<file path="src/design/fcpb_pkg.sv">
// Package of offsets, reset values, limits and timing for the parameter bank
package fcpb_pkg;
   localparam logic [11:0] OFS_SERIAL_NODE_ADDRESS = 12'h400;
   localparam logic [11:0] OFS_TRANSMISSION_RATE = 12'h402;
   localparam logic [11:0] OFS_SERIAL_CONNECTION = 12'h404;
   localparam logic [11:0] OFS_COMM_FAULT_HANDLING = 12'h406;
   localparam logic [11:0] OFS_CONN_MONITOR_TIMEOUT = 12'h408;
   localparam logic [11:0] OFS_NETWORK_NODE_ADDRESS = 12'h40a;
   localparam logic [11:0] OFS_REPLY_DELAY_TIME = 12'h40e;
   localparam logic [15:0] RST_SERIAL_NODE_ADDRESS = 16'h007f;
   localparam logic [15:0] RST_TRANSMISSION_RATE = 16'h0102;
   localparam logic [15:0] RST_SERIAL_CONNECTION = 16'h0007;
   localparam logic [15:0] RST_COMM_FAULT_HANDLING = 16'h0000;
   localparam logic [15:0] RST_CONN_MONITOR_TIMEOUT = 16'h0000;
   localparam logic [15:0] RST_NETWORK_NODE_ADDRESS = 16'h0000;
   localparam logic [15:0] RST_REPLY_DELAY_TIME = 16'h0000;
   localparam logic [15:0] MIN_SERIAL_NODE_ADDRESS = 16'h0001;
   localparam logic [15:0] MAX_SERIAL_NODE_ADDRESS = 16'h00f7;
   localparam logic [15:0] MAX_TRANSMISSION_RATE = 16'h0405;
   localparam logic [15:0] MIN_SERIAL_CONNECTION = 16'h0006;
   localparam logic [15:0] MAX_SERIAL_CONNECTION = 16'h0009;
   localparam logic [15:0] MAX_COMM_FAULT_HANDLING = 16'h0001;
   localparam logic [15:0] MAX_CONN_MONITOR_TIMEOUT = 16'h4e20;
   localparam logic [15:0] MAX_NETWORK_NODE_ADDRESS = 16'h007f;
   localparam logic [15:0] MAX_REPLY_DELAY_TIME = 16'h03e8;
   // Write answer codes
   localparam logic [1:0] WR_SAVED = 2'h0;
   localparam logic [1:0] WR_OUT_OF_RANGE = 2'h1;
   localparam logic [1:0] WR_POWER_ON = 2'h2;
   localparam logic [1:0] WR_UNMAPPED = 2'h3;
   localparam logic [8:0] STO_ERROR_CODE = 9'h1f5;
   // Timing: half-ms tick at 25 MHz
   localparam int CLK_HZ = 25000000;
   localparam int TICK_US = 500;
   localparam int TICK_CYCLES = CLK_HZ / 1000000 * TICK_US;
endpackage : fcpb_pkg

</file>
<file path="src/design/fcpb_bank.sv">
// Fieldbus communication parameter bank with supervision and SAFE_TORQUE_OFF fault
// Summary of operation
// Serial node address holds 1..247, default 127, used after power-up.
// Rate code holds up to 405h, default 102h, used after power-up.
// Connection code holds 6h..9h, default 7h, used after power-up.
// A comm failure raises an alert with handling 0, an error with 1.
// Idle longer than the monitor timeout (up to 20000 ms) is an error; with handling 0 the code raises comm_alert_out instead.
// A monitor timeout of zero disables monitoring; zero is default.
// Network node address holds 0..127, default 0, used after restart.
// Each reply waits the programmed count of 0.5 ms steps, 0..1000.
// The network has one master and every node a distinct address.
// Inversion off keeps target sign; inversion on flips it.
// Direction inversion option set to 1 activates inversion.
// In jog, up moves positive, down negative, mode key leaves jog.
// Losing SAFE_TORQUE_OFF voltage while running disables power, flags error, faults.
// In fault, enabling is refused until SAFE_TORQUE_OFF returns and a reset comes.
// An accepted power-up setting reports that it is active after power-on.
// The monitor timer restarts on each good frame for this node.
`timescale 1ns/100ps
module fcpb_bank #(
   parameter int MS_CYCLES = 25000
) (
   input wire logic ref_clk_in,
   input wire logic srst_in,
   input wire logic wr_in,
   input wire logic [11:0] addr_in,
   input wire logic [15:0] wdata_in,
   output logic [15:0] rdata_out,
   output logic [1:0] wr_status_out,
   output logic wr_done_out,
   input wire logic frame_ok_in,
   input wire logic reply_req_in,
   output logic reply_go_out,
   output logic comm_alert_out,
   output logic comm_error_out,
   output logic [7:0] act_serial_addr_out,
   output logic [15:0] act_rate_out,
   output logic [3:0] act_conn_out,
   output logic [6:0] act_net_addr_out,
   input wire logic dir_invert_in,
   input wire logic signed [31:0] target_in,
   output logic signed [31:0] motion_out,
   input wire logic jog_start_in,
   input wire logic key_up_in,
   input wire logic key_down_in,
   input wire logic key_mode_in,
   output logic jog_active_out,
   output logic [1:0] jog_cmd_out,
   input wire logic sto_ok_in,
   input wire logic enable_req_in,
   input wire logic fault_reset_in,
   output logic power_on_out,
   output logic fault_out,
   output logic [8:0] err_code_out
);
   import fcpb_pkg::*;

   typedef enum logic [1:0] {ST_IDLE, ST_RUN, ST_FAULT} fcpb_state_e;

   // Stored settings survive srst_in, which stands for a power cycle;
   // they hold the factory values only until the first accepted write.
   logic [15:0] addr_ff = RST_SERIAL_NODE_ADDRESS;
   logic [15:0] rate_ff = RST_TRANSMISSION_RATE;
   logic [15:0] conn_ff = RST_SERIAL_CONNECTION;
   logic [15:0] flt_ff = RST_COMM_FAULT_HANDLING;
   logic [15:0] cwd_ff = RST_CONN_MONITOR_TIMEOUT;
   logic [15:0] net_ff = RST_NETWORK_NODE_ADDRESS;
   logic [15:0] cdt_ff = RST_REPLY_DELAY_TIME;
   logic [15:0] rdata_ff;
   logic [1:0] wr_status_ff;
   logic wr_done_ff;
   logic alert_ff, error_ff;
   logic [7:0] act_addr_ff;
   logic [15:0] act_rate_ff;
   logic [3:0] act_conn_ff;
   logic [6:0] act_net_ff;
   logic signed [31:0] motion_ff;
   logic jog_ff;
   logic [1:0] jog_cmd_ff;
   fcpb_state_e state_ff, nxt_state;
   logic [8:0] err_ff;
   logic boot_ff;

   // Address decode and per-register range checks
   wire sel_addr = (addr_in == OFS_SERIAL_NODE_ADDRESS);
   wire sel_rate = (addr_in == OFS_TRANSMISSION_RATE);
   wire sel_conn = (addr_in == OFS_SERIAL_CONNECTION);
   wire sel_flt = (addr_in == OFS_COMM_FAULT_HANDLING);
   wire sel_cwd = (addr_in == OFS_CONN_MONITOR_TIMEOUT);
   wire sel_net = (addr_in == OFS_NETWORK_NODE_ADDRESS);
   wire sel_cdt = (addr_in == OFS_REPLY_DELAY_TIME);
   wire mapped = sel_addr | sel_rate | sel_conn | sel_flt | sel_cwd |
      sel_net | sel_cdt;
   // address range
   wire ok_addr = (wdata_in >= MIN_SERIAL_NODE_ADDRESS) &&
      (wdata_in <= MAX_SERIAL_NODE_ADDRESS);
   // rate range
   wire ok_rate = (wdata_in <= MAX_TRANSMISSION_RATE);
   // connection range
   wire ok_conn = (wdata_in >= MIN_SERIAL_CONNECTION) &&
      (wdata_in <= MAX_SERIAL_CONNECTION);
   wire ok_flt = (wdata_in <= MAX_COMM_FAULT_HANDLING);
   wire ok_cwd = (wdata_in <= MAX_CONN_MONITOR_TIMEOUT);
   // network address range
   wire ok_net = (wdata_in <= MAX_NETWORK_NODE_ADDRESS);
   wire ok_cdt = (wdata_in <= MAX_REPLY_DELAY_TIME);
   wire in_range = (sel_addr & ok_addr) | (sel_rate & ok_rate) |
      (sel_conn & ok_conn) | (sel_flt & ok_flt) | (sel_cwd & ok_cwd) |
      (sel_net & ok_net) | (sel_cdt & ok_cdt);
   wire deferred = sel_addr | sel_rate | sel_conn | sel_net;
   wire wr_ok = wr_in && in_range;

   // Write answer code
   // power-on notice
   wire [1:0] nxt_wr_status = !mapped ? WR_UNMAPPED :
      !in_range ? WR_OUT_OF_RANGE : deferred ? WR_POWER_ON : WR_SAVED;

   // Read mux; unmapped reads return zero
   wire [15:0] nxt_rdata = sel_addr ? addr_ff : sel_rate ? rate_ff :
      sel_conn ? conn_ff : sel_flt ? flt_ff : sel_cwd ? cwd_ff :
      sel_net ? net_ff : sel_cdt ? cdt_ff : 16'h0000;

   // Stored values; out-of-range writes leave the register untouched.
   // No reset branch: a power cycle must not wipe what was saved.
   always_ff @(posedge ref_clk_in) begin
      if (wr_ok && !srst_in) begin
         if (sel_addr) addr_ff <= wdata_in;
         if (sel_rate) rate_ff <= wdata_in;
         if (sel_conn) conn_ff <= wdata_in;
         if (sel_flt) flt_ff <= wdata_in;
         if (sel_cwd) cwd_ff <= wdata_in;
         if (sel_net) net_ff <= wdata_in;
         if (sel_cdt) cdt_ff <= wdata_in;
      end
   end

   // Bus answer registers
   always_ff @(posedge ref_clk_in) begin
      if (srst_in) begin
         rdata_ff <= 16'h0000;
         wr_status_ff <= WR_SAVED;
         wr_done_ff <= 1'b0;
      end else begin
         rdata_ff <= nxt_rdata;
         wr_status_ff <= wr_in ? nxt_wr_status : wr_status_ff;
         wr_done_ff <= wr_in;
      end
   end

   // Active copies are taken once, the cycle after reset release.
   // Reset stands for power-up here, so later writes wait for the next one.
   // apply at power-up
   always_ff @(posedge ref_clk_in) begin
      if (srst_in) begin
         boot_ff <= 1'b1;
         act_addr_ff <= 8'h00;
         act_rate_ff <= 16'h0000;
         act_conn_ff <= 4'h0;
         act_net_ff <= 7'h00;
      end else begin
         boot_ff <= 1'b0;
         if (boot_ff) begin
            act_addr_ff <= addr_ff[7:0];
            act_rate_ff <= rate_ff;
            act_conn_ff <= conn_ff[3:0];
            act_net_ff <= net_ff[6:0];
         end
      end
   end

   // Connection monitor and reply delay timers
   logic mon_exp, dly_exp;
   // zero disables monitor
   wire mon_on = (cwd_ff != 16'h0000);
   // restart on good frame
   // A timeout write also reloads, so turning monitoring off cannot let
   // a pending expiry slip through in the same cycle
   wire mon_load = frame_ok_in || !mon_on || (wr_ok && sel_cwd);
   wire [16:0] mon_ticks = mon_on ? {1'b0, cwd_ff} : 17'h0;

   // ms-paced timeout
   fcpb_tick_timer #(.TICK_CYC(MS_CYCLES)) u_mon (
      .ref_clk_in(ref_clk_in),
      .srst_in(srst_in),
      .load_in(mon_load),
      .ticks_in(mon_ticks),
      .busy_out(),
      .expire_out(mon_exp)
   );

   // half-ms reply steps
   fcpb_tick_timer #(.TICK_CYC(TICK_CYCLES)) u_dly (
      .ref_clk_in(ref_clk_in),
      .srst_in(srst_in),
      .load_in(reply_req_in),
      .ticks_in({1'b0, cdt_ff}),
      .busy_out(),
      .expire_out(dly_exp)
   );

   // Zero delay answers two cycles after the request
   logic reply_ff;
   logic req_zero_ff;
   always_ff @(posedge ref_clk_in) begin
      if (srst_in) begin
         reply_ff <= 1'b0;
         req_zero_ff <= 1'b0;
      end else begin
         req_zero_ff <= reply_req_in && (cdt_ff == 16'h0000);
         reply_ff <= req_zero_ff || dly_exp;
      end
   end

   // alert or error by handling
   // Sticky until reset; the timeout counts as a comm failure.
   always_ff @(posedge ref_clk_in) begin
      if (srst_in) begin
         alert_ff <= 1'b0;
         error_ff <= 1'b0;
      end else if (mon_exp) begin
         alert_ff <= alert_ff | !flt_ff[0];
         error_ff <= error_ff | flt_ff[0];
      end
   end

   // target sign inversion
   always_ff @(posedge ref_clk_in) begin
      if (srst_in) begin
         motion_ff <= 32'sh0;
      end else begin
         motion_ff <= dir_invert_in ? -target_in : target_in;
      end
   end

   // jog keys: 01 positive, 10 negative
   always_ff @(posedge ref_clk_in) begin
      if (srst_in) begin
         jog_ff <= 1'b0;
         jog_cmd_ff <= 2'h0;
      end else begin
         if (key_mode_in) jog_ff <= 1'b0;
         else if (jog_start_in) jog_ff <= 1'b1;
         jog_cmd_ff <= (jog_ff && !key_mode_in) ?
            {key_down_in & ~key_up_in, key_up_in & ~key_down_in} : 2'h0;
      end
   end

   // Power stage state machine
   always_comb begin
      nxt_state = state_ff;
      case (state_ff)
         ST_IDLE: begin
            if (enable_req_in && sto_ok_in) nxt_state = ST_RUN;
         end
         ST_RUN: begin
            // SAFE_TORQUE_OFF loss faults
            if (!sto_ok_in) nxt_state = ST_FAULT;
         end
         ST_FAULT: begin
            // reset needs SAFE_TORQUE_OFF back
            if (fault_reset_in && sto_ok_in) nxt_state = ST_IDLE;
         end
         default: nxt_state = ST_IDLE;
      endcase
   end

   always_ff @(posedge ref_clk_in) begin
      if (srst_in) begin
         state_ff <= ST_IDLE;
         err_ff <= 9'h000;
      end else begin
         state_ff <= nxt_state;
         // error code shown
         if (state_ff == ST_RUN && !sto_ok_in) err_ff <= STO_ERROR_CODE;
         else if (nxt_state == ST_IDLE && state_ff == ST_FAULT)
            err_ff <= 9'h000;
      end
   end

   logic power_ff;
   logic fault_ff;
   always_ff @(posedge ref_clk_in) begin
      if (srst_in) begin
         power_ff <= 1'b0;
         fault_ff <= 1'b0;
      end else begin
         power_ff <= (nxt_state == ST_RUN);
         fault_ff <= (nxt_state == ST_FAULT);
      end
   end

   assign rdata_out = rdata_ff;
   assign wr_status_out = wr_status_ff;
   assign wr_done_out = wr_done_ff;
   assign reply_go_out = reply_ff;
   assign comm_alert_out = alert_ff;
   assign comm_error_out = error_ff;
   assign act_serial_addr_out = act_addr_ff;
   assign act_rate_out = act_rate_ff;
   assign act_conn_out = act_conn_ff;
   assign act_net_addr_out = act_net_ff;
   assign motion_out = motion_ff;
   assign jog_active_out = jog_ff;
   assign jog_cmd_out = jog_cmd_ff;
   assign power_on_out = power_ff;
   assign fault_out = fault_ff;
   assign err_code_out = err_ff;

   // Checks
   chk_range_reject: assert property (@(posedge ref_clk_in)
      disable iff (srst_in)
      wr_in && sel_addr && !ok_addr |=> addr_ff == $past(addr_ff))
      else $error("out-of-range address write stored");
   chk_rate_range: assert property (@(posedge ref_clk_in)
      disable iff (srst_in) rate_ff <= MAX_TRANSMISSION_RATE)
      else $error("rate code above limit");
   chk_conn_range: assert property (@(posedge ref_clk_in)
      disable iff (srst_in) conn_ff >= MIN_SERIAL_CONNECTION &&
      conn_ff <= MAX_SERIAL_CONNECTION)
      else $error("connection code out of range");
   chk_act_hold: assert property (@(posedge ref_clk_in)
      disable iff (srst_in) !boot_ff && !$past(boot_ff) |->
      $stable(act_addr_ff) && $stable(act_net_ff))
      else $error("active address changed without power-up");
   chk_fault_select: assert property (@(posedge ref_clk_in)
      disable iff (srst_in) mon_exp && flt_ff[0] |=> error_ff)
      else $error("timeout did not raise error");
   chk_mon_off: assert property (@(posedge ref_clk_in)
      disable iff (srst_in) !mon_on |-> !mon_exp)
      else $error("timeout with monitoring off");
   chk_power_note: assert property (@(posedge ref_clk_in)
      disable iff (srst_in) wr_in && sel_rate && ok_rate |=>
      wr_status_out == WR_POWER_ON && wr_done_out)
      else $error("power-on notice missing");
   chk_invert: assert property (@(posedge ref_clk_in)
      disable iff (srst_in) dir_invert_in |=>
      motion_out == -$past(target_in))
      else $error("inversion not applied");
   chk_sto_fault: assert property (@(posedge ref_clk_in)
      disable iff (srst_in) state_ff == ST_RUN && !sto_ok_in |=>
      fault_out && !power_on_out && err_code_out == STO_ERROR_CODE)
      else $error("SAFE_TORQUE_OFF loss not handled");
   chk_fault_stay: assert property (@(posedge ref_clk_in)
      disable iff (srst_in) state_ff == ST_FAULT && !sto_ok_in |=>
      state_ff == ST_FAULT)
      else $error("left fault without SAFE_TORQUE_OFF");
   cov_fault_exit: cover property (@(posedge ref_clk_in)
      state_ff == ST_FAULT ##1 state_ff == ST_IDLE);
   cov_timeout: cover property (@(posedge ref_clk_in) mon_exp);
   cov_reply: cover property (@(posedge ref_clk_in) reply_go_out);
endmodule : fcpb_bank

</file>
<file path="src/design/fcpb_tick_timer.sv">
// Down-counting timer paced in ticks of a fixed cycle count
`timescale 1ns/100ps
module fcpb_tick_timer #(
   parameter int TICK_CYC = 12500
) (
   input wire logic ref_clk_in,
   input wire logic srst_in,
   input wire logic load_in,
   input wire logic [16:0] ticks_in,
   output logic busy_out,
   output logic expire_out
);
   logic [16:0] left_ff;
   logic [16:0] nxt_left;
   logic [$clog2(TICK_CYC)-1:0] pre_ff;
   logic [$clog2(TICK_CYC)-1:0] nxt_pre;
   logic pre_wrap;
   logic expire_ff;
   logic nxt_expire;

   // Prescaler wraps once per tick; restarted on load
   assign pre_wrap = (pre_ff == ($clog2(TICK_CYC))'(TICK_CYC - 1));
   assign nxt_pre = (load_in || pre_wrap) ? '0 : pre_ff + 1'b1;
   assign nxt_left = load_in ? ticks_in :
      ((pre_wrap && left_ff != 17'h0) ? left_ff - 17'h1 : left_ff);
   assign nxt_expire = !load_in && pre_wrap && (left_ff == 17'h1);

   always_ff @(posedge ref_clk_in) begin
      if (srst_in) begin
         left_ff <= 17'h0;
         pre_ff <= '0;
         expire_ff <= 1'b0;
      end else begin
         left_ff <= nxt_left;
         pre_ff <= nxt_pre;
         expire_ff <= nxt_expire;
      end
   end

   assign busy_out = (left_ff != 17'h0);
   assign expire_out = expire_ff;
endmodule : fcpb_tick_timer

</file>
<file path="config.mk">
export PLATFORM = sky130hd
export DESIGN_NAME = fcpb_bank
export DESIGN_NICKNAME = d
export VERILOG_FILES = /design/src/design/fcpb_pkg.sv /design/src/design/fcpb_bank.sv /design/src/design/fcpb_tick_timer.sv
export SDC_FILE = /design/constraint.sdc
export NUM_CORES = 1
export LEC_CHECK = 0
export BUFFER_PORTS_ARGS = -buffer_cell sky130_fd_sc_hd__buf_2
export CAP_MARGIN = 20
export CELL_PAD_IN_SITES_DETAIL_PLACEMENT = 1
export CELL_PAD_IN_SITES_GLOBAL_PLACEMENT = 1
export CORE_MARGIN = 8
export CORE_UTILIZATION = 45
export DETAILED_ROUTE_END_ITERATION = 8
export MAX_ROUTING_LAYER = met4
export PLACE_DENSITY = 0.83
export SYNTH_ARGS = -nofsm -noshare
export SYNTH_HDL_FRONTEND = slang
export SYNTH_SLANG_ARGS = --single-unit
</file>
<file path="constraint.sdc">
create_clock -name ref_clk_in -period 5.65 [get_ports ref_clk_in]
set_input_delay 1.695 -clock ref_clk_in [delete_from_list [all_inputs] [get_ports ref_clk_in]]
set_output_delay 1.695 -clock ref_clk_in [all_outputs]
set_load 0.02 [all_outputs]
</file>
# == Yosys cells after proc, flatten, opt, wreduce, memory -nomap -nowiden ==
# Index checks and enable logic that the tools add are counted.
# Widths: inputs -> output; s select.
# word_totals
latchBits,0
ram_bits,0
memories,0
out_inout_bits,103
wordCells,162
romBits,0
ff_bits,282
# op_classes
add_sub_neg,5
bitwise_logic,27
magnitude_cmp,9
n_mux,23
shifts,0
div_mod_pow,0
eq_ne,15
n_mul,0
n_reduce_logical,50
# op_table
op,n
$mux 16,10
$eq 12x11->1 const B,7
$eq 17x1->1 const B,2
$mux 17,2
$reduce_bool 17->1,2
$sub 17x1->17 const B,2
$mux 32,1
$neg 32->32,1
$mux 9,2
$logic_and 1x1->1,17
$ge 16x1->1 const B,1
$ge 16x3->1 const B,1
$le 16x1->1 const B,1
$le 16x10->1 const B,1
$le 16x11->1 const B,1
$le 16x15->1 const B,1
$le 16x4->1 const B,1
$le 16x7->1 const B,1
$le 16x8->1 const B,1
$logic_not 16->1,1
$reduce_bool 16->1,1
$add 15x1->15 const B,1
$eq 15x15->1 const B,1
$or 1x1->1,15
other kinds (15),55

# == Longest topological paths before layout ==
# Gate-level depths: netlist of the first run.
# logic_depth
ltp_word,15
depth_mapped,9
mapped_depth_nobuf,8

# == By module ==
# A second synthesis of the first run with hierarchy kept.
# hier_totals
hier_cells,1184
hier_area_um2,12269.3
# modules_own_cells
mod,cells_each,area_each_um2,instances
fcpb_bank,733,8572.0,1
fcpb_tick_timer (u_dly),229,1868.0,1
fcpb_tick_timer (u_mon),222,1829.3,1

# == Worst setup path before layout of the first run ==
# OpenSTA, ideal clock, no wires.
# synth_path
kind,input port to flip-flop
start,input port addr_in[1]
end,"register flt_ff[0], enable pin"
required_time_ps,5262
t_arrival_ps,4065
slack_ps,1196
cell_stages,6
path_cell_list,buf_2 > or4b_2 > a2111oi_0 > o21ai_1 > a41o_1 > nor2_1
# synth_via
elab_chain_len,11
elab_cells_between_ends,23
# synth_lines
item,line,source
start: declaration,fcpb_bank.sv:26,"input wire logic [11:0] addr_in,"
$eq 12x11->1 (on tied branches),"fcpb_bank.sv:85, fcpb_bank.sv:86",
$and 1x1->1,fcpb_bank.sv:107,wire in_range = (sel_addr & ok_addr) | (sel_rate & ok_rate) |
$or 1x1->1 (2 in series),fcpb_bank.sv:107,
$or 1x1->1 (3 in series),fcpb_bank.sv:108,(sel_conn & ok_conn) | (sel_flt & ok_flt) | (sel_cwd & ok_cwd) |
$or 1x1->1,fcpb_bank.sv:109,(sel_net & ok_net) | (sel_cdt & ok_cdt);
$logic_and 1x1->1,fcpb_bank.sv:111,wire wr_ok = wr_in && in_range;
$logic_and 1x1->1,fcpb_bank.sv:126,if (wr_ok && !srst_in) begin
$reduce_and 2->1 (no line) *,n/a,
end signal: assignment,fcpb_bank.sv:130,if (sel_flt) flt_ff <= wdata_in;
end: declaration,fcpb_bank.sv:65,logic [15:0] flt_ff = RST_COMM_FAULT_HANDLING;
# Mark *: on every way between the ends. The rest lies on a longest branch, timed or not.
# A chain may end at the register's enable or synchronous reset.

# == Worst setup path after layout of the first run ==
# layout_path
start,input port addr_in[9]
end,"register cdt_ff[13], enable pin"
# layout_via
elab_chain_len,11
elab_cells_between_ends,23
# layout_lines
item,line,source
$eq 12x11->1 (on tied branches),"fcpb_bank.sv:85, fcpb_bank.sv:86",
$and 1x1->1,fcpb_bank.sv:107,
$or 1x1->1 (2 in series),fcpb_bank.sv:107,
$or 1x1->1 (3 in series),fcpb_bank.sv:108,
$or 1x1->1,fcpb_bank.sv:109,
$logic_and 1x1->1,fcpb_bank.sv:111,
$logic_and 1x1->1,fcpb_bank.sv:126,
$reduce_and 2->1 (no line) *,n/a,
end signal: assignment,fcpb_bank.sv:133,if (sel_cdt) cdt_ff <= wdata_in;
end: declaration,fcpb_bank.sv:68,logic [15:0] cdt_ff = RST_REPLY_DELAY_TIME;
# Marks and branches as above.

==> results of run 1 <==
==> worst max-delay path by stage <==
| stage | start | endpoint | cells past startpoint |
|---|---|---|---|
| 5_1_grt | addr_in[9] | cdt_ff[4]$_DFFE_PP_ | 8 |
| 3_3_place_gp | addr_in[5] | cdt_ff[7]$_DFFE_PP_ | 7 |
| 2_1_floorplan | addr_in[1] | flt_ff[0]$_DFFE_PP_ | 6 |
| 3_5_place_dp | addr_in[9] | cdt_ff[15]$_DFFE_PP_ | 8 |
| 6_report | addr_in[9] | cdt_ff[13]$_DFFE_PP_ | 8 |
| 4_1_cts | addr_in[9] | cdt_ff[13]$_DFFE_PP_ | 8 |
==> metal layers <==
metal	track usage, %	part of all wire, %	up-vias
met1	28.8	40	4586
met3	3.99	7.6	88
met4	7.38	3.1	0
met2	39.9	49	445
met5	-	0	-
li1	-	-	4215
==> registers in the layout, summed over array words and instances (netlist names), 14 cells and up <==
| register | cells |
|---|---|
| act_rate_out | 16 |
| addr_ff | 16 |
| cdt_ff | 16 |
| conn_ff | 16 |
| cwd_ff | 16 |
| flt_ff | 16 |
| motion_out | 32 |
| net_ff | 16 |
| rate_ff | 16 |
| rdata_out | 16 |
| u_dly.left_ff | 17 |
| u_dly.pre_ff | 14 |
| u_mon.left_ff | 17 |
| u_mon.pre_ff | 15 |
==> where the power goes <==
group / switching (W) / internal (W) / leakage, nW / total (W)
logic: 0.000218 / 0.000107 / 2.33 / 0.000325
clock network: 0.000812 / 0.00129 / 0.527 / 0.00211
registers: 0.0000309 / 0.00212 / 2.35 / 0.00215
==> layout make-up <==
class / instances / area (sq um)
flip-flops and latches: 276 / 6650
multi-input cells: 700 / 4500
diodes: 1 / 2.50
clock inverters: 16 / 216
well taps: 330 / 413
repair buffers: 190 / 1010
clock buffers: 40 / 860
fillers: 2736 / 11500
inverters: 21 / 78.8
==> worst max-delay path: cells and delay by family <==
family | cells | cell delay, ns
AOI/OAI and AO/OA | 1 | 0.21
buffers and inverters | 2 | 0.34
and+or+nand+nor | 5 | 2.35
==> kinds of logic (layout without fill, tap and decap cells) <==
logic type / after synthesis / in the layout / synth area share (%)
DFF: 276 / 276 / 57.7
and+or+nand+nor: 372 / 372 / 16.7
buffers and inverters: 76 / 267 / 3.19
adders and majority gates: 7 / 7 / 0.761
xor gates and xnor gates: 82 / 82 / 6.24
other: 1 / 3 / 0.0326
AOI/OAI and AO/OA: 195 / 195 / 11.6
muxes: 42 / 42 / 3.65
==> cells in the mapped netlist, drive strengths merged (6+ instances only) <==
library cell    n  area share, %
a211oi         25            1.7
a21oi          42            1.8
a221oi         16            1.2
a22oi          22            1.4
and2            8           0.46
and3           11           0.62
buf            21            1.1
clkbuf         34            1.4
dfxtp         164             29
edfxtp        112             29
ha              7           0.76
inv            21           0.68
mux2i          42            3.7
nand2          49            1.6
nand3          31            1.4
nand4          11           0.73
nor2          140            4.6
nor3           34            1.7
nor4           34            2.0
o21a            6           0.40
o21ai          28            1.2
o22ai          15           0.82
o31ai          11           0.72
or3             9           0.49
xnor2          24            1.8
xor2           58            4.4
==> through the flow <==
| stage | setup slack (ns) | utilization (%) | total power, W |
|---|---|---|---|
| after global placement | 1.06 | 50.1 | 0.00249 |
| final | 1.21 | 54.5 | 0.00458 |
| after global routing | 1.09 | 54.5 | 0.00471 |
| after floorplan | 1.20 | - | 0.00237 |
| after detailed placement | 0.827 | 50.1 | 0.00251 |
| after CTS | 1.35 | 54.4 | 0.00460 |
==> run metrics, run 1 <==
Starting Density 45.7%; fin nets 1299; root buffer cell clkbuf_16; critical path, cell by cell buf_2, nor4b_1, nand2_1, nor2_1, buf_4, o21ai_0, nand4_1, and3_1; Final GP Congestion 0.911; initial antenna violation count 1; DRC violations left 0; all-layer global routing usage 23.7%; register area share after synthesis 57.7%; area of the die 31000 sq um; CTS tree built; critical path arrival 4.60 ns; Post-Syn Area 11500 sq um; fin crit share 78.5%; CTS clk-pin slew, worst paths 0.06 ns; global-route wire length before repair 57100 um; Worst EP required 5.82 ns; Yosys reg bits 276; clock latency at the later pin of the worst-skew pair 0.55 ns; hold path depth 2; hold_ws 0.443 ns; port buffer count 173; CTS Sinks 276; Max-Cap Viols 0; Synth warnings 0; drt first pass iters 5; Tightest Hold Check Type flip-flop to flip-flop; unique cell type count in the Yosys netlist 72; async set-reset flop share out of synthesis 0%; most frequent cells in the layout buf_2 (172), dfxtp_1 (163), nor2_1 (140); Final TNS setup 0 ns; max-slew violations 0; worst reg2reg path depth 6; Max Fanout on Critical Path 16; Power Density 334 nW/um^2; total grt overflow 0; buffer count from post-CTS setup fixing 0; Rows 58; fin area 13700 sq um; r2r setup slk 3.29 ns; Syn-to-layout area delta 19.2%; commonest non-fill, non-tap cell in the layout buf_2; Post-synth EDFFs 112; Final HPWL DP 25400 um; Placed Area 12600 sq um; CTS max path bufs 3; via count 9334; Mapped Cells 1051; kind of critical path primary input to flip-flop; Post-CTS Resized 0; Tmin final 4.44 ns; Finish-stage setup viols 0; hold buffers post-CTS 0; Starting DRT DRC Count 791; fin cells 1574; f_max 225 MHz; min-delay src u_dly.expire_out$_SDFF_PP0_; drt wl/cell 23.2 um; reg-to-reg endpoint u_dly.left_ff[13]$_SDFFE_PP0P_; Least-Margin Pin Slew 1.04 ns; Post-Route WL 36500 um; Hold Fails Final Rpt 0; CTS HTree Levels 1; drt via density 5.93; vias in the first global route 9945; relative slew slack 30.5%; Routed Antenna Nets 0; core area 25200 sq um; Largest stage delay, worst path 0.80 ns; Worst setup EP type flip-flop; placed cell count 1515; Reg-to-Reg Start u_dly.pre_ff[10]$_SDFF_PP0_; Static Leak 5.21 nW; Top FF cell, synth dfxtp_1; fraction of layout instances using a drive strength above 1 21.2%; Slowest cell on crit path nor4b_1; status completed; Avg Cell Area, Syn 11.0 sq um; Clock Skews 0.0177 ns; largest net degree at the start of global routing 96; Min-Delay Endpoint reply_go_out$_SDFF_PP0_; die width 176 um; RSZ-0062 raised after global routing false; Startpoint Class primary input; Worst IR Drop VDD 259 uV; die height 176 um; cts bufs inserted 30; I/O Pins 176
(Power assumes the default switching activity.)
==> run 2: changes to the inputs <==
Clock period 5.65 ns to 4.24 ns, I/O delays scaled along.
==> run 2 against run 1 <==
  * Global-route usage shrank 0.33 points
  * Utilization grew 0.54 points
  * First-iteration DRC count shrank 2.5%
  * Combinational power grew 34%
  * Via count grew 0.59%
  * Clock-buffer cell count shrank 9
  * Wire length grew 0.45%
  * Critical path depth is the same
  * Clock power grew 34%
  * Largest power group unchanged
==> run metrics, run 2 (synthesis results as in run 1) <==
status completed; Final HPWL DP 25400 um; reg-to-reg endpoint u_mon.pre_ff[1]$_SDFF_PP0_; CTS tree built; Final TNS setup 0 ns; fraction of layout instances using a drive strength above 1 22.1%; Net Sw Frac 23.0%; fin crit share 86.2%; r2r setup slk 1.76 ns; Tightest Hold Check Type flip-flop to flip-flop; Tmin final 3.66 ns; hold buffers post-CTS 0; Routed Antenna Nets 0; Max-Cap Viols 0; port buffer count 173; max-slew violations 0; kind of critical path primary input to flip-flop; critical path arrival 3.88 ns; area of the die 31000 sq um; largest net degree at the start of global routing 94; combinational group share of total power 7.1%; Final GP Congestion 0.899; Worst IR Drop VDD 318 uV; f_max 274 MHz; DRC violations left 0; Syn-to-layout area delta 20.4%; CTS max path bufs 3; Hold Fails Final Rpt 0; die width 176 um; Static Leak 5.30 nW; clock latency at the later pin of the worst-skew pair 0.55 ns; Worst EP required 4.47 ns; Least-Margin Pin Slew 0.980 ns; die height 176 um; all-layer global routing usage 23.4%; worst reg2reg path depth 4; Min-Delay Endpoint reply_go_out$_SDFF_PP0_; max reg flops 32; CTS HTree Levels 1; cts bufs inserted 29; drt wl/cell 23.0 um; Power Density 441 nW/um^2; commonest non-fill, non-tap cell in the layout buf_2; core area 25200 sq um; I/O Pins 176; Starting DRT DRC Count 771; Clock Skews 0.0134 ns; Post-CTS Resized 0; most frequent cells in the layout buf_2 (172), dfxtp_1 (163), nor2_1 (140); final core occ 55.1%; drt first pass iters 5; global-route wire length before repair 55900 um; Reg-to-Reg Start cwd_ff[7]$_DFFE_PP_; via count 9389; min-delay src u_dly.expire_out$_SDFF_PP0_; buffer count from post-CTS setup fixing 0; critical path, cell by cell buf_2, or3_1, or4_1, a2111oi_0, o21ai_1, a41o_1, nor2_1, buf_4; fin nets 1318; Largest stage delay, worst path 0.52 ns; vias in the first global route 9803; hold path depth 2; fillcell total 2743; Startpoint Class primary input; Finish-stage setup viols 0; Sw Pwr 0.00141 W; placed cell count 1536; relative slew slack 34.7%; total grt overflow 0; Post-Route WL 36700 um; Rows 58; Seq pwr share 46.8%; Slowest cell on crit path a2111oi_0; CTS Sinks 276; Max Fanout on Critical Path 16; Clk network pwr share 46.1%; fin cells 1593; RSZ-0062 raised after global routing false; drt via density 5.89; cell-internal power 0.00471 W; Worst setup EP type flip-flop; Starting Density 45.7%; CTS clk-pin slew, worst paths 0.06 ns; root buffer cell clkbuf_16; initial antenna violation count 3
-- run 2: changes by cell type in the layout (fill, tap and decap cells not counted), moves of 2 or more --
cell and delta:
clkinv_1 +3, clkinv_2 -2, clkbuf_8 -5, clkbuf_16 -2, bufinv_16 +3, buf_4 +20, clkbuf_1 -2, diode_2 +2
-- run 2: area by class of cell --
| type | instances | area, sq um | area share, % |
|---|---|---|---|
| diodes | 3 | 7.51 | 0.0541 |
| repair buffers | 210 | 1160 | 8.36 |
| flip-flops and latches | 276 | 6650 | 47.9 |
| clock buffers | 31 | 733 | 5.29 |
| multi-input cells | 700 | 4500 | 32.5 |
| clock inverters | 22 | 324 | 2.34 |
| inverters | 21 | 78.8 | 0.568 |
| well taps | 330 | 413 | 2.98 |
-- run 2: how the worst max path moves through the flow --
| stage | startpoint | to | slack (ns) | depth (start not counted) |
|---|---|---|---|---|
| 3_3_place_gp | wdata_in[6] | net_ff[9]$_DFFE_PP_ | 0.31 | 8 |
| 6_report | wdata_in[6] | addr_ff[2]$_DFFE_PP_ | 0.58 | 8 |
| 2_1_floorplan | addr_in[1] | flt_ff[0]$_DFFE_PP_ | 0.21 | 6 |
| 4_1_cts | wdata_in[6] | addr_ff[7]$_DFFE_PP_ | 0.63 | 8 |
| 3_5_place_dp | wdata_in[6] | net_ff[10]$_DFFE_PP_ | 0.12 | 8 |
| 5_1_grt | wdata_in[6] | addr_ff[12]$_DFFE_PP_ | 0.47 | 8 |
-- run 2: power groups by stage --
| stage | clock [W] | sequential [W] | combinational (W) |
|---|---|---|---|
| 6_report | 0.00282 | 0.00286 | 0.000436 |
| 5_1_grt | 0.00295 | 0.00287 | 0.000470 |
| 4_1_cts | 0.00286 | 0.00287 | 0.000427 |
| 3_5_place_dp | 0 | 0.00293 | 0.000419 |
| 3_3_place_gp | 0 | 0.00292 | 0.000405 |
| 2_1_floorplan | 0 | 0.00296 | 0.000200 |
-- run 2: per-layer routing --
layer  GRT usage, %  wire [um]  vias to the layer above
li1               -          -                     4252
met1           28.1      14900                     4670
met2           39.5      18400                      390
met3           3.76       2340                       77
met4           7.95       1050                        0
met5              -          0                        -
-- run 2: metrics by stage --
| stage | hold WS [ns] | total power, W | area [sq um] | setup WS, ns |
|---|---|---|---|---|
| 2_1_floorplan | 0.411 | 0.00316 | 11500 | 0.209 |
| 3_3_place_gp | 0.428 | 0.00333 | 12800 | 0.313 |
| 3_5_place_dp | 0.455 | 0.00334 | 12800 | 0.116 |
| 4_1_cts | 0.471 | 0.00615 | 13800 | 0.627 |
| 5_1_grt | 0.481 | 0.00629 | 13900 | 0.471 |
| 6_report | 0.466 | 0.00611 | 13900 | 0.584 |
-- run 2: worst max-delay path, delay by kind of cell --
family | cells | cell delay [ns]
simple gates | 3 | 1.04
buf+inv | 2 | 0.48
compound gates | 3 | 1.09
==> run 3: changes to the inputs <==
Settings changed: SYNTH_HIERARCHICAL from default to 1.
Clock period 4.24 ns to 4 ns, I/O delays scaled along.
==> run 3 against run 2 <==
  * Synthesized cell count grew 13%
  * Setup slack lost 0.060 ns
  * Clock-buffer cell count grew 3
  * Cell area grew 5.3%
  * Cell count grew 7.8%
  * Critical endpoint is now u_mon/left_ff[12]$_SDFFE_PP0P_
  * Global-route usage grew 0.86 points
  * Largest power group unchanged
  * Die area grew 5.9%
  * Highest routed layer unchanged
  * Critical path type unchanged
==> run metrics, run 3 <==
f_max 288 MHz; initial antenna violation count 3; Final HPWL DP 28300 um; CTS clk-pin slew, worst paths 0.06 ns; max-slew violations 0; total grt overflow 0; Worst setup EP type flip-flop; Rows 60; Final GP Congestion 0.946; met3 wire len 2470 um; Max-Cap Viols 0; kind of critical path primary input to flip-flop; max reg flops 32; Worst IR Drop VDD 316 uV; root buffer cell clkbuf_16; Finish-stage setup viols 0; core area 26900 sq um; CTS max path bufs 3; Max Fanout on Critical Path 12; Post-CTS Resized 0; Static Leak 5.42 nW; Post-Syn Area 12300 sq um; relative slew slack 26.5%; uppermost layer routed met4; Tmin final 3.48 ns; CTS tree built; global-route wire length before repair 62300 um; I/O Pins 176; Routed met2 length 19600 um; Post-Route WL 40000 um; critical path arrival 3.91 ns; Final TNS setup 0 ns; fraction of layout instances using a drive strength above 1 21.9%; vias in the first global route 10900; drt via density 6.04; Clock Skews 0.0156 ns; Startpoint Class primary input; die height 181 um; fin cells 1718; final core occ 54.3%; Syn-to-layout area delta 19.0%; drt wl/cell 23.3 um; largest net degree at the start of global routing 75; clock latency at the later pin of the worst-skew pair 0.55 ns; Worst EP required 4.44 ns; CTS Sinks 276; Metal-1 WL 16600 um; Hold Fails Final Rpt 0; fin area 14600 sq um; most frequent cells in the layout nor2_1 (190), buf_2 (172), dfxtp_1 (163); worst reg2reg path depth 4; via count 10400; Mapped Cells 1183; all-layer global routing usage 24.2%; Routed Antenna Nets 0; Tightest Hold Check Type flip-flop to flip-flop; hold path depth 1; RSZ-0062 raised after global routing false; Starting Density 45.6%; Placed Area 13600 sq um; fin nets 1430; CTS HTree Levels 1; die width 181 um; drt first pass iters 5; status completed; fin crit share 86.9%; buffer count from post-CTS setup fixing 0; Synth warnings 6; DRC violations left 0; hold_ws 0.443 ns; hold buffers post-CTS 0; Least-Margin Pin Slew 1.10 ns; cts bufs inserted 30; placed cell count 1659; Starting DRT DRC Count 718; commonest non-fill, non-tap cell in the layout nor2_1; area of the die 32800 sq um; Avg Cell Area, Syn 10.4 sq um; Power Density 442 nW/um^2; port buffer count 173
run 3: metrics by stage:
stage / setup WS, ns / total power, W
after floorplan: -0.0199 / 0.00339
after global placement: 0.117 / 0.00359
after detailed placement: 0.0388 / 0.00361
after CTS: 0.587 / 0.00648
after global routing: 0.433 / 0.00664
final: 0.524 / 0.00645
run 3: final timing paths:
kind | startpoint | endpoint | slack [ns]
worst max-delay path | wdata_in[14] | u_mon/left_ff[12]$_SDFFE_PP0P_ | 0.52
worst min-delay path | u_dly/pre_ff[0]$_SDFF_PP0_ | u_dly/pre_ff[0]$_SDFF_PP0_ | 0.44
worst max register to register | u_mon/pre_ff[10]$_SDFF_PP0_ | u_mon/left_ff[12]$_SDFFE_PP0P_ | 1.06
worst min register to register | u_dly/pre_ff[0]$_SDFF_PP0_ | u_dly/pre_ff[0]$_SDFF_PP0_ | 0.44
run 3: cell type report:
type,instances,area [sq um]
Clock inverter,22,236
Multi-Input combinational cell,792,5080
Clock buffer,34,797
Fill cell,2976,12300
Antenna cell,3,7.51
Tap cell,341,427
Inverter,27,101
Timing Repair Buffer,223,1290
Sequential cell,276,6650
run 3: layer usage:
metal  global-route usage [%]  up-vias
li1                         -     4739
met1                     29.5     5152
met2                     40.6      396
met3                     3.81       82
met4                     8.23        0
met5                        -        -
run 3: where the power goes:
group	leakage (nW)	switching [W]	internal, W	total (W)
Clock	0.509	0.00114	0.00174	0.00288
Sequential	2.35	0.0000551	0.00299	0.00305
Combinational	2.55	0.000336	0.000180	0.000516
run 3: worst max-delay path: stages:
cell and delay (ns):
buf_2 0.13, or4_4 0.59, or3_1 0.36, or4_4 0.51
nand3_1 0.15, a31o_1 0.25, inv_1 0.22, buf_4 0.25
a311oi_1 0.25
